**src/irq_pkg.sv**
```systemverilog
// Shared constants, codes and carrier types of the interrupt controller
package irq_pkg;

    ////////////////////////////////////////////////////////////////////////
    // Register offsets
    localparam logic [7:0] ADDR_ENABLE0    = 8'ha8;
    localparam logic [7:0] ADDR_ENABLE1    = 8'ha9;
    localparam logic [7:0] ADDR_PRIO_HIGH0 = 8'hb4;
    localparam logic [7:0] ADDR_PRIO_HIGH1 = 8'hb5;
    localparam logic [7:0] ADDR_PRIO_LOW0  = 8'hb8;
    localparam logic [7:0] ADDR_PRIO_LOW1  = 8'hb9;
    localparam logic [7:0] ADDR_EXT2_CTRL  = 8'he8;
    localparam logic [7:0] ADDR_STATUS     = 8'he9;

    ////////////////////////////////////////////////////////////////////////
    // Writable bits, reset value and field positions
    localparam logic [7:0] MASK_BANK0  = 8'h7f;
    localparam logic [7:0] MASK_BANK1  = 8'hbc;
    localparam logic [7:0] RESET_VALUE = 8'h00;
    localparam int GLOBAL_EN_BIT = 7;
    localparam int EXT2_TRIG_LSB = 2;
    localparam int EXT2_PEND_BIT = 0;
    localparam int STAT_NMI_BIT  = 7;
    localparam int STAT_RETI_BIT = 6;

    ////////////////////////////////////////////////////////////////////////
    // Sources, levels and timing in machine cycles
    localparam int NUM_SRC     = 12;
    localparam int SRC_EXT2    = 7;
    localparam int NUM_LEVELS  = 4;
    localparam int IDX_W       = 4;
    localparam int LVL_W       = 2;
    localparam int PC_W        = 16;
    localparam int CALL_CYCLES = 7;

    // Vector of each source, index equals same-level polling order
    localparam logic [PC_W-1:0] VECTOR [NUM_SRC] = '{
        16'h0003, 16'h000b, 16'h0013, 16'h001b,
        16'h0023, 16'h002b, 16'h0033, 16'h004b,
        16'h0053, 16'h005b, 16'h0063, 16'h0073
    };

    ////////////////////////////////////////////////////////////////////////
    // Enumerations
    typedef enum logic [1:0] {
        TRIG_LOW  = 2'b00,
        TRIG_FALL = 2'b01,
        TRIG_RISE = 2'b10,
        TRIG_BOTH = 2'b11
    } trig_mode_t;

    typedef enum logic [1:0] {
        CALL_IDLE = 2'b00,
        CALL_PUSH = 2'b01,
        CALL_LOAD = 2'b11
    } call_state_t;

    ////////////////////////////////////////////////////////////////////////
    // Carriers
    typedef struct packed {
        logic [7:0] addr;
        logic [7:0] wdata;
        logic       wr;
        logic       rd;
    } bus_req_t;

    typedef struct packed {
        logic fetch;
        logic last_cycle;
        logic reti_exec;
    } cpu_in_t;

    typedef struct packed {
        logic            hold;
        logic            push_lo;
        logic            push_hi;
        logic            load_pc;
        logic [PC_W-1:0] vector;
    } cpu_out_t;

endpackage

```
**src/ext2_detect.sv**
```systemverilog
// Pin synchroniser and trigger detector for external interrupt 2
`timescale 1ns/1ns
module ext2_detect (
    // Clock and reset
    input  wire logic              core_clk,
    input  wire logic              rst,
    input  wire logic              ce,
    // Pin and mode
    input  wire logic              pin,
    input  wire irq_pkg::trig_mode_t mode,
    // Results
    output logic                   level_req,
    output logic                   edge_evt
);

    logic meta_reg;
    logic sync_reg;
    logic prev_reg;
    logic fall;
    logic rise;

    // Two stages before anything looks at the pin
    always_ff @(posedge core_clk) begin
        if (rst) begin
            meta_reg <= 1'b1;
            sync_reg <= 1'b1;
            prev_reg <= 1'b1;
        end else if (ce) begin
            meta_reg <= pin;
            sync_reg <= meta_reg;
            prev_reg <= sync_reg;
        end
    end

    // Edges seen between consecutive machine-cycle samples
    assign fall      = prev_reg & ~sync_reg;
    assign rise      = ~prev_reg & sync_reg;
    assign level_req = (mode == irq_pkg::TRIG_LOW) & ~sync_reg;
    assign edge_evt  = ce & (((mode == irq_pkg::TRIG_FALL) & fall)
                     | ((mode == irq_pkg::TRIG_RISE) & rise)
                     | ((mode == irq_pkg::TRIG_BOTH) & (fall | rise)));

endmodule

```
**src/irq_controller.sv**
```systemverilog
// Four-level prioritised interrupt controller with hardware call sequencer
`timescale 1ns/1ns

////////////////////////////////////////////////////////////////////////////
module irq_controller #(
    parameter int              CALL_CYCLES = irq_pkg::CALL_CYCLES,
    parameter logic [15:0]     NMI_VECTOR  = 16'h007b
) (
    // Clock, reset, enable
    input  wire logic               core_clk,
    input  wire logic               rst,
    input  wire logic               ce,
    // Register port
    input  wire irq_pkg::bus_req_t  bus,
    output logic [7:0]              rdata,
    // Interrupt sources
    input  wire logic [11:0]        src_flag,
    input  wire logic               ext2_pin,
    input  wire logic               overload_nmi,
    // CPU sequencer
    input  wire irq_pkg::cpu_in_t   cpu_in,
    output irq_pkg::cpu_out_t       cpu_out,
    output logic [11:0]             flag_ack,
    output logic                    nmi_ack
);

    localparam int N = irq_pkg::NUM_SRC;
    localparam int CNT_W = 4;
    localparam logic [CNT_W-1:0] LAST_PUSH = CNT_W'(CALL_CYCLES - 2);
    localparam logic [CNT_W-1:0] PUSH_HI_AT = CNT_W'(1);

    if (CALL_CYCLES < 3 || CALL_CYCLES > 15) begin : g_bad_cycles
        $error("CALL_CYCLES must lie between 3 and 15");
    end

    ////////////////////////////////////////////////////////////////////////
    // Functions

    // Spread a pair of bank registers onto source order
    function automatic logic [N-1:0] gather(input logic [7:0] b0,
                                            input logic [7:0] b1);
        gather = {b1[7], b1[5:2], b0[6:0]};
    endfunction

    // Best request: higher level wins, ties go to the lower index
    function automatic logic [6:0] arbitrate(input logic [N-1:0] req,
                                             input logic [N-1:0] hi,
                                             input logic [N-1:0] lo);
        logic       found;
        logic [1:0] best;
        logic [3:0] idx;
        found = 1'b0;
        best  = 2'b00;
        idx   = 4'h0;
        for (int i = N - 1; i >= 0; i--) begin
            if (req[i] && (!found || {hi[i], lo[i]} >= best)) begin
                found = 1'b1;
                best  = {hi[i], lo[i]};
                idx   = 4'(i);
            end
        end
        arbitrate = {found, best, idx};
    endfunction

    ////////////////////////////////////////////////////////////////////////
    // State

    logic [7:0]             enable0_reg;
    logic [7:0]             enable1_reg;
    logic [7:0]             prio_high0_reg;
    logic [7:0]             prio_high1_reg;
    logic [7:0]             prio_low0_reg;
    logic [7:0]             prio_low1_reg;
    irq_pkg::trig_mode_t    trig_reg;
    logic                   pend2_reg;
    logic                   pend2_next;
    logic [N-1:0]           sample_reg;
    logic                   nmi_sample_reg;
    logic                   win_valid_reg;
    logic [1:0]             win_lvl_reg;
    logic [3:0]             win_idx_reg;
    logic                   win_nmi_reg;
    logic [3:0]             in_prog_reg;
    logic [3:0]             in_prog_next;
    logic                   nmi_active_reg;
    logic                   reti_block_reg;
    irq_pkg::call_state_t   state_reg;
    irq_pkg::call_state_t   state_next;
    logic [CNT_W-1:0]       cnt_reg;
    logic [CNT_W-1:0]       cnt_next;
    logic [15:0]            vector_reg;
    logic [15:0]            vector_next;
    logic [7:0]             rdata_reg;
    irq_pkg::cpu_out_t      cpu_out_reg;
    irq_pkg::cpu_out_t      out_next;
    logic [N-1:0]           ack_reg;
    logic                   nmi_ack_reg;

    ////////////////////////////////////////////////////////////////////////
    // Register decode

    wire wr_en0   = bus.wr && bus.addr == irq_pkg::ADDR_ENABLE0;
    wire wr_en1   = bus.wr && bus.addr == irq_pkg::ADDR_ENABLE1;
    wire wr_ph0   = bus.wr && bus.addr == irq_pkg::ADDR_PRIO_HIGH0;
    wire wr_ph1   = bus.wr && bus.addr == irq_pkg::ADDR_PRIO_HIGH1;
    wire wr_pl0   = bus.wr && bus.addr == irq_pkg::ADDR_PRIO_LOW0;
    wire wr_pl1   = bus.wr && bus.addr == irq_pkg::ADDR_PRIO_LOW1;
    wire wr_ext2  = bus.wr && bus.addr == irq_pkg::ADDR_EXT2_CTRL;

    ////////////////////////////////////////////////////////////////////////
    // External interrupt 2

    logic ext2_level;
    logic ext2_edge;

    ext2_detect u_ext2 (
        .core_clk  (core_clk),
        .rst       (rst),
        .ce        (ce),
        .pin       (ext2_pin),
        .mode      (trig_reg),
        .level_req (ext2_level),
        .edge_evt  (ext2_edge)
    );

    // Level mode shows the synchronised pin, active low, edge mode the latched flag
    wire level_mode = trig_reg == irq_pkg::TRIG_LOW;
    wire ext2_flag  = level_mode ? ext2_level : pend2_reg;

    ////////////////////////////////////////////////////////////////////////
    // Requests and arbitration

    wire [N-1:0] src_en = gather(enable0_reg, enable1_reg)
                        & {N{enable0_reg[irq_pkg::GLOBAL_EN_BIT]}};
    wire [N-1:0] hi_bits = gather(prio_high0_reg, prio_high1_reg);
    wire [N-1:0] lo_bits = gather(prio_low0_reg, prio_low1_reg);
    wire [N-1:0] flags_all = {src_flag[N-1:irq_pkg::SRC_EXT2+1], ext2_flag,
                              src_flag[irq_pkg::SRC_EXT2-1:0]};
    wire [N-1:0] request = flags_all & src_en;
    wire [6:0]   winner  = arbitrate(sample_reg, hi_bits, lo_bits);

    ////////////////////////////////////////////////////////////////////////
    // Acceptance conditions

    // Highest in-progress bit is the preemption threshold
    wire       busy_any  = |in_prog_reg;
    wire [1:0] cur_level = in_prog_reg[3] ? 2'd3 : in_prog_reg[2] ? 2'd2 :
                           in_prog_reg[1] ? 2'd1 : 2'd0;
    // No maskable source passes while level three is in progress: nothing is strictly above it
    wire lvl_ok   = !busy_any || (win_lvl_reg > cur_level);
    // Request must still be live now; nothing stays latched while blocked
    wire still_on = win_nmi_reg ? overload_nmi
                                : request[win_idx_reg];
    wire prio_ok  = !nmi_active_reg
                  && (win_nmi_reg || (win_valid_reg && lvl_ok));
    wire go = ce && state_reg == irq_pkg::CALL_IDLE
            && cpu_in.last_cycle
            && !reti_block_reg && !cpu_in.reti_exec
            && still_on && prio_ok;

    // Edge-mode flag drops when its vector is taken
    wire ack_ext2 = go && !win_nmi_reg
                  && win_idx_reg == 4'(irq_pkg::SRC_EXT2);

    ////////////////////////////////////////////////////////////////////////
    // Call sequencer next state

    always_comb begin
        state_next = state_reg;
        cnt_next   = cnt_reg;
        unique case (state_reg)
            irq_pkg::CALL_IDLE: begin
                if (go) begin
                    state_next = irq_pkg::CALL_PUSH;
                    cnt_next   = '0;
                end
            end
            irq_pkg::CALL_PUSH: begin
                if (ce) begin
                    cnt_next = cnt_reg + CNT_W'(1);
                    if (cnt_reg == LAST_PUSH) begin
                        state_next = irq_pkg::CALL_LOAD;
                    end
                end
            end
            irq_pkg::CALL_LOAD: begin
                if (ce) begin
                    state_next = irq_pkg::CALL_IDLE;
                end
            end
            default: begin
                state_next = irq_pkg::CALL_IDLE;
            end
        endcase
    end

    // Vector chosen at the start of the call
    assign vector_next = !go ? vector_reg
                       : win_nmi_reg ? NMI_VECTOR
                       : irq_pkg::VECTOR[win_idx_reg];

    // Only the two PC bytes go to the stack, status word stays put
    assign out_next.hold    = state_next != irq_pkg::CALL_IDLE;
    assign out_next.push_lo = go;
    assign out_next.push_hi = state_next == irq_pkg::CALL_PUSH
                            && cnt_next == PUSH_HI_AT;
    assign out_next.load_pc = state_next == irq_pkg::CALL_LOAD;
    assign out_next.vector  = vector_next;

    // Return from interrupt retires the top active level first
    always_comb begin
        in_prog_next = in_prog_reg;
        if (cpu_in.reti_exec && !nmi_active_reg) begin
            if (in_prog_reg[3]) begin
                in_prog_next[3] = 1'b0;
            end else if (in_prog_reg[2]) begin
                in_prog_next[2] = 1'b0;
            end else if (in_prog_reg[1]) begin
                in_prog_next[1] = 1'b0;
            end else begin
                in_prog_next[0] = 1'b0;
            end
        end
        if (go && !win_nmi_reg) begin
            in_prog_next[win_lvl_reg] = 1'b1;
        end
    end

    // Pin event wins over a software clear in the same cycle
    assign pend2_next = ext2_edge ? 1'b1
                      : wr_ext2 ? bus.wdata[irq_pkg::EXT2_PEND_BIT]
                      : ack_ext2 && !level_mode ? 1'b0
                      : pend2_reg;

    ////////////////////////////////////////////////////////////////////////
    // Read mux, unmapped offsets read zero

    wire [7:0] ext2_view = {4'h0, trig_reg, 1'b0, ext2_flag};
    wire [7:0] status_view = {nmi_active_reg, reti_block_reg,
                              2'b00, in_prog_reg};
    wire [7:0] read_mux =
        bus.addr == irq_pkg::ADDR_ENABLE0    ? enable0_reg :
        bus.addr == irq_pkg::ADDR_ENABLE1    ? enable1_reg :
        bus.addr == irq_pkg::ADDR_PRIO_HIGH0 ? prio_high0_reg :
        bus.addr == irq_pkg::ADDR_PRIO_HIGH1 ? prio_high1_reg :
        bus.addr == irq_pkg::ADDR_PRIO_LOW0  ? prio_low0_reg :
        bus.addr == irq_pkg::ADDR_PRIO_LOW1  ? prio_low1_reg :
        bus.addr == irq_pkg::ADDR_EXT2_CTRL  ? ext2_view :
        bus.addr == irq_pkg::ADDR_STATUS     ? status_view : 8'h00;

    ////////////////////////////////////////////////////////////////////////
    // Software registers; priority changes should be made with the
    // source disabled, since the high and low priority registers are written separately

    always_ff @(posedge core_clk) begin
        if (rst) begin
            enable0_reg    <= irq_pkg::RESET_VALUE;
            enable1_reg    <= irq_pkg::RESET_VALUE;
            prio_high0_reg <= irq_pkg::RESET_VALUE;
            prio_high1_reg <= irq_pkg::RESET_VALUE;
            prio_low0_reg  <= irq_pkg::RESET_VALUE;
            prio_low1_reg  <= irq_pkg::RESET_VALUE;
            trig_reg       <= irq_pkg::TRIG_LOW;
            pend2_reg      <= 1'b0;
        end else if (ce) begin
            if (wr_en0) begin
                enable0_reg <= bus.wdata;
            end
            if (wr_en1) begin
                enable1_reg <= bus.wdata & irq_pkg::MASK_BANK1;
            end
            if (wr_ph0) begin
                prio_high0_reg <= bus.wdata & irq_pkg::MASK_BANK0;
            end
            if (wr_ph1) begin
                prio_high1_reg <= bus.wdata & irq_pkg::MASK_BANK1;
            end
            if (wr_pl0) begin
                prio_low0_reg <= bus.wdata & irq_pkg::MASK_BANK0;
            end
            if (wr_pl1) begin
                prio_low1_reg <= bus.wdata & irq_pkg::MASK_BANK1;
            end
            if (wr_ext2) begin
                trig_reg <= irq_pkg::trig_mode_t'(
                    bus.wdata[irq_pkg::EXT2_TRIG_LSB +: 2]);
            end
            pend2_reg <= pend2_next;
        end
    end

    // Poll pipeline: sample on fetch, pick winner, act next cycle
    always_ff @(posedge core_clk) begin
        if (rst) begin
            sample_reg     <= '0;
            nmi_sample_reg <= 1'b0;
            win_valid_reg  <= 1'b0;
            win_lvl_reg    <= 2'b00;
            win_idx_reg    <= 4'h0;
            win_nmi_reg    <= 1'b0;
        end else if (ce) begin
            if (cpu_in.fetch) begin
                sample_reg     <= request;
                nmi_sample_reg <= overload_nmi;
            end
            win_valid_reg <= winner[6];
            win_lvl_reg   <= winner[5:4];
            win_idx_reg   <= winner[3:0];
            win_nmi_reg   <= nmi_sample_reg;
        end
    end

    // In-progress tracking; reti_exec clears the overload flag if set, else the top in-progress level bit
    always_ff @(posedge core_clk) begin
        if (rst) begin
            in_prog_reg    <= 4'h0;
            nmi_active_reg <= 1'b0;
            reti_block_reg <= 1'b0;
        end else if (ce) begin
            in_prog_reg <= in_prog_next;
            if (go && win_nmi_reg) begin
                nmi_active_reg <= 1'b1;
            end else if (cpu_in.reti_exec) begin
                nmi_active_reg <= 1'b0;
            end
            if (cpu_in.reti_exec) begin
                reti_block_reg <= 1'b1;
            end else if (cpu_in.last_cycle) begin
                reti_block_reg <= 1'b0;
            end
        end
    end

    // Sequencer and CPU-facing outputs
    always_ff @(posedge core_clk) begin
        if (rst) begin
            state_reg   <= irq_pkg::CALL_IDLE;
            cnt_reg     <= '0;
            vector_reg  <= 16'h0000;
            cpu_out_reg <= '0;
            ack_reg     <= '0;
            nmi_ack_reg <= 1'b0;
        end else if (ce) begin
            state_reg   <= state_next;
            cnt_reg     <= cnt_next;
            vector_reg  <= vector_next;
            cpu_out_reg <= out_next;
            ack_reg     <= (go && !win_nmi_reg)
                         ? N'(1) << win_idx_reg : '0;
            nmi_ack_reg <= go && win_nmi_reg;
        end
    end

    // Read data stand only in the cycle after the strobe
    always_ff @(posedge core_clk) begin
        if (rst) begin
            rdata_reg <= 8'h00;
        end else if (ce) begin
            rdata_reg <= bus.rd ? read_mux : 8'h00;
        end
    end

    assign rdata    = rdata_reg;
    assign cpu_out  = cpu_out_reg;
    assign flag_ack = ack_reg;
    assign nmi_ack  = nmi_ack_reg;

endmodule

```
**config.mk**
```make
export PLATFORM = sky130hd
export DESIGN_NAME = irq_controller
export DESIGN_NICKNAME = d
export VERILOG_FILES = /design/src/irq_pkg.sv /design/src/ext2_detect.sv /design/src/irq_controller.sv
export SDC_FILE = /design/constraint.sdc
export NUM_CORES = 1
export LEC_CHECK = 0
export CAP_MARGIN = 40
export CORE_ASPECT_RATIO = 0.75
export CORE_MARGIN = 3
export CORE_UTILIZATION = 27
export CTS_BUF_LIST = sky130_fd_sc_hd__clkbuf_16
export DETAILED_ROUTE_END_ITERATION = 6
export DONT_BUFFER_PORTS = 1
export GPL_ROUTABILITY_DRIVEN = 0
export SETUP_SLACK_MARGIN = 0.4
export SYNTH_ARGS = -nofsm -noshare
export SYNTH_HDL_FRONTEND = slang
export SYNTH_SLANG_ARGS = --single-unit
```
**constraint.sdc**
```tcl
create_clock -name core_clk -period 36.1 [get_ports core_clk]
set_input_delay 1.805 -clock core_clk [delete_from_list [all_inputs] [get_ports core_clk]]
set_output_delay 1.805 -clock core_clk [all_outputs]
set_load 0.02 [all_outputs]
```
Word level (Yosys, flattened, before mapping)
Memory sizes are Yosys's and may differ from the RTL's. Index checks and enable logic that the tools add are counted.

Bits in registers: 117. ROM bits: 256. Input bits: 38. Output and inout port bits: 41. Memories: 1.

Add/sub/neg operators: 1. Order comparisons: 16. Equality and inequality tests: 18. Shift operators: 1. Multiplexer cells: 79. Bitwise logic cells: 16. Reduce and logical (&&, ||, !) cells: 82.

Memory list: (name not given) (depth 16, width 16, rd ports 1, clocked after Yosys merged registers in 0, write ports 0, line irq_controller.sv:200) `: irq_pkg::VECTOR[win_idx_reg];`.

Operator list (count): $mux W8 (9); $eq A8 B8 Y1 const B (8); $mux W16 (4); $mux W4 (16); $mux W2 (19); $logic_and A1 B1 Y1 (33); $mux W1 (25); $and A12 B12 Y12 (2); $reduce_and A2 Y1 (12); $ge A2 B2 Y1 (11); $logic_not A1 Y1 (17); $logic_or A1 B1 Y1 (13); $mux W12 (1); $shl A1 B4 Y12 const A (1); $eq A2 B2 Y1 const B (4); $eq A4 B3 Y1 const B (2); $pmux W4 S2 (1); $and A1 B1 Y1 (7); $eq A2 B1 Y1 const B (3); $pmux W2 S3 (1); $reduce_bool A2 Y1 (3); $ge A5 B5 Y1 const B (1); $lt A4 B5 Y1 const B (1); $not A4 Y5 (1); other kinds (14) (18).

Depth between registers and ports, before layout
Depth in word-level cells: 45. Depth in mapped cells: 70. Mapped depth without buffers: 70.

Modules after synthesis
A second synthesis with hierarchy kept.

Cell total of the unflattened synthesis: 743. Area total of the unflattened synthesis: 6058.3 sq um.

Modules (own cells, without submodules): irq_controller (instances 1, cells an instance 722, area an instance 5875.6 sq um, seq. area each 2062.0 sq um); ext2_detect (instances 1, cells an instance 21, area an instance 182.7 sq um, seq. area each 60.1 sq um).

Least setup slack after synthesis
No wires, ideal clock.

Kind: register to register. Start: register sample_reg[11]. End: register win_idx_reg[2]. Library setup time: 70 ps. Data arrival time: 12835 ps. Data required time: 36030 ps. Path slack: 23195 ps. Stages on the path, launching flop included: 63. Cell sequence: dfxtp_1 -> nand2_1 -> ha_1 -> and2_1 -> a22o_1 -> a21o_1 -> ha_1 -> nand2b_1 -> a211o_4 -> a221oi_4 -> o21bai_1 -> ha_1 -> o21ai_0 -> o21ai_2 -> a31o_2 -> o21ai_1 -> ha_1 -> nor2b_1 -> [... 27 more ...] -> ha_1 -> nand2b_1 -> a21oi_1 -> a21boi_1 -> a2111oi_2 -> o21bai_1 -> ha_1 -> a21o_1 -> o21a_1 -> o41ai_2 -> ha_1 -> nand2b_1 -> a21o_1 -> o21ai_1 -> and2_1 -> nand3_1 -> or3_1 -> a21oi_1.

Cells in the longest elaborated chain, start to end: 45. Elaborated cells between the ends (all ways): 77. Classes of those cells: order compare (11); mux (33); reduce/logical (33).

RTL lines: start, declared (line irq_controller.sv:77) `logic [N-1:0] sample_reg;`; start signal, assigned (line irq_controller.sv:303) `sample_reg <= request;`; $mux W2 or $mux W1 (tied branches) (line irq_controller.sv:56) `if (req[i] && (!found || {hi[i], lo[i]} >= best)) begin`; $ge A2 B2 Y1 or $logic_not A1 Y1 (tied branches) (line irq_controller.sv:56); $logic_or A1 B1 Y1 (line irq_controller.sv:56); $logic_and A1 B1 Y1 (line irq_controller.sv:56); $mux W2 or $mux W1 (tied branches) (line irq_controller.sv:56); $ge A2 B2 Y1 or $logic_not A1 Y1 (tied branches) (line irq_controller.sv:56); $logic_or A1 B1 Y1 (line irq_controller.sv:56); $logic_and A1 B1 Y1 (line irq_controller.sv:56); [... 29 more ...]; $ge A2 B2 Y1 or $logic_not A1 Y1 (tied branches) (line irq_controller.sv:56); $logic_or A1 B1 Y1 (line irq_controller.sv:56); $logic_and A1 B1 Y1 (line irq_controller.sv:56); $mux W2 or $mux W1 (tied branches) (line irq_controller.sv:56); $ge A2 B2 Y1 or $logic_not A1 Y1 (tied branches) (line irq_controller.sv:56); $logic_or A1 B1 Y1 (line irq_controller.sv:56); $logic_and A1 B1 Y1 (line irq_controller.sv:56); $mux W4 (*) (line irq_controller.sv:56); end signal, assigned (line irq_controller.sv:308) `win_idx_reg <= winner[3:0];`; end, declared (line irq_controller.sv:81) `logic [3:0] win_idx_reg;`.

Every way passes the cells marked *; elsewhere a longest branch is shown, timed or not. A chain may end at the register's enable or synchronous reset.

Worst setup path after layout
Ends and elaborated chain as after synthesis.

==> flow_summary_export.csv <==
group,metric,value,unit
yosys,synth_seq_area_share,36.1,%
cts,post_cts_buffers,0,
timing,tns,0,ns
cts,cts_root_buffer,"clkbuf_16",
timing,min_period,14.66,ns
timing,period_share,40.6,%
drt,drtPass1Iterations,5,
drt,wl,17800,µm
placed_design,dpl_cell_area,6090,µm²
pwr,power.density,34.6,nW/µm²
timing,tightest_slew,0.738,ns
layout,diodes,0,
yosys,synth_compound_area_share,23.6,%
floorplan,pin_count,79,
floorplan,rows,46,
yosys,synth_edf_count,0,
cts,cts_buffers,9,
floorplan,die_h,134,µm
drt,antenna_left,0,
setup_path,setup.worst_path.start_class,"flip-flop",
drt,vias,5128,
floorplan,initial_core_util,27.6,%
drt,first_iter_violations,413,
timing,rsz0062_at_grt,"false",
status,outcome,"complete, no violations",
cts,post_cts_resized,0,
floorplan,die_w,176,µm
timing,fmax,0.0682,GHz
grt,grt-ovfl-total,0,
grt,grt_antenna_before_repair,0,
yosys,ys_ff_latch,106,
yosys,synth_xor_area_share,0,%
grt,grt_usage,15.1,%
yosys,ys_types,80,
yosys,synth_warnings,0,
yosys,async_flop_share,0,%
pwr,leakagePower,2.25,nW
yosys,syn_inst,708,
cts,ctsLongestPathBuffers,2,
drt,routed_via_density,5.22,
worst_hold_path,hp-class,"reg -> reg",
layout,area_growth,8.42,%
drt,wire_per_inst,18.1,µm
worst_hold_path,hold_depth,2,
yosys,synth_mux_area_share,7.55,%
setup_path,worst_ep_arrival_time,14.96,ns
grt,grt_max_degree,95,
layout,fin_area,6380,µm²
layout,nNetsFinal,752,
setup_path,cp_slowest_cell,"dfxtp_1",
yosys,yosys.area_share.simple,21.4,%
grt,grt_pass1_wl,28000,µm
cts,clk_pin_slew,0.08,ns
drt,drc,0,
setup_path,slowest_delay,0.53,ns
timing,fin_skew,0.00798,ns
setup_path,crit_path_frequent_cell,"ha_1",
yosys,synth.area.top_cells,"dfxtp_1, mux2i_1, nor2_1, ha_1, a21oi_1",
layout,drive_gt1_share,7.20,%
yosys,synth_top_family_by_area,"compound AO/OA/AOI/OAI gates",
placed_design,dp_hpwl,13400,µm
layout,regArea,2120,µm²
grt,grt_pass1_vias,4759,
yosys,synth-main-ff-cell,"dfxtp_1",
timing,hold_viol,0,
floorplan,core-area,21300,µm²
pwr,ir_worst_vdd,0.0255,mV
yosys,syn_avg_cell_area,8.31,µm²
floorplan,dieArea,23600,µm²
yosys,synth_top_area_share,36.1,%
setup_path,path_max_fanout,9,
timing,setup_violations,0,
yosys,synth_top_area_cell,"dfxtp_1",
cts,cts_hold_buf,0,
timing,slew_headroom,50.8,%
cts,clk_latency,0.36,ns
layout,multi_input_comb_area,3450,µm²
setup_path,path_class,"reg -> reg",
setup_path,critPathCaptureType,"flip-flop",
setup_path,crit_required,36.39,ns
timing,slew_violations,0,
yosys,syn_area,5880,µm²
cts,cts_sinks,106,
cts,tritoncts,"done",
layout,fillers,2327,
cts,h-tree-depth,3,
placed_design,port_buffers,0,
setup_path,rr_worst_depth,64,
run,cap_violations,0,
yosys,synth_fa_ha_area_share,5.32,%
layer usage:
| metal | vias up | share of wire [%] | global-route usage, % |
|---|---|---|---|
| met5 | - | 0 | 0 |
| met4 | 0 | 1.4 | 3.40 |
| met3 | 20 | 8.0 | 4.39 |
| met2 | 172 | 40 | 20.5 |
| met1 | 2409 | 51 | 23.3 |
| li1 | 2527 | - | - |
per-stage QoR:
| stage | power, mW | cells | hold WS [ns] | utilization, % | worst slack (ns) |
|---|---|---|---|---|---|
| 4_1_cts | 0.224 | 982 | 0.456 | 30.0 | 21.56 |
| 3_5_place_dp | 0.127 | 966 | 0.445 | 28.6 | 21.68 |
| 2_1_floorplan | 0.128 | 717 | 0.436 | - | 23.20 |
| 6_report | 0.221 | 982 | 0.457 | 30.0 | 21.44 |
| 5_1_grt | 0.229 | 982 | 0.483 | 30.0 | 20.41 |
| 3_3_place_gp | 0.127 | 966 | 0.443 | 28.6 | 21.75 |
final timing paths:
| path | slack, ns | end | from |
|---|---|---|---|
| worst min register to register | 0.46 | nmi_sample_reg | nmi_sample_reg |
| worst max register to register | 21.44 | win_idx_reg[2] | sample_reg[11] |
| worst min-delay path | 0.46 | nmi_sample_reg | nmi_sample_reg |
| worst max-delay path | 21.44 | win_idx_reg[2] | sample_reg[11] |
Yosys cell counts, drive strengths merged (3+ instances only):
master and n:
nor3 12, ha 25, a2111oi 3, mux2i 41, or2 5, nand3 15, a211oi 6, o31ai 4
a32o 10, inv 35, and2 8, nor2b 3, a222oi 3, o211ai 5, dfxtp 106, nand4 14
a21o 5, nor2 91, a21oi 59, nor4 8, buf 20, or4 3, a311oi 3, a221oi 9
nand2b 17, clkbuf 23, o21ai 27, and3 5, o22ai 6, nor3b 4, a22o 6, a22oi 7
a31o 4, nand4b 4, a31oi 6, o21a 4, a32oi 3, nand2 71
kinds of logic (layout without fill, tap and decap cells):
logic type | Yosys count | in the layout
AND/OR/NAND/NOR | 265 | 265
AO/OA/AOI/OAI | 189 | 189
flip-flops | 106 | 106
buffers and inverters | 79 | 56
multiplexers | 43 | 43
adder cells (fa/ha/maj) | 25 | 25
other | 1 | 10
cells in the final DEF, fill, tap and decap left out, types with 14 or more instances in the layout:
cell type  count
dfxtp_1      106
o21ai_0       22
inv_1         34
ha_1          25
nor2_1        91
nand2b_1      17
a21oi_1       57
nand2_1       70
nand3_1       15
nand4_1       14
mux2i_1       41
critical path: cells and delay by family, from the launching register on:
family,cells,cell delay (ns)
DFF,1,0.53
AOI/OAI and AO/OA,32,7.94
buffers and inverters,1,0.08
and+or+nand+nor,20,3.15
adders and majority gates,11,2.86
power by group:
part | internal [mW] | switching [mW] | total [mW]
logic | 0.00171 | 0.00426 | 0.00597
clock network | 0.0482 | 0.0487 | 0.0969
registers | 0.117 | 0.000755 | 0.118
area by class of cell:
class	count	area share, %
Clock inverter	7	0.961
Timing Repair Buffer	4	0.471
Multi-Input combinational cell	532	54.0
Sequential cell	106	33.3
Inverter	36	2.12
Tap cell	288	5.65
Clock buffer	9	3.53
Power figures use the tool's default switching activity.
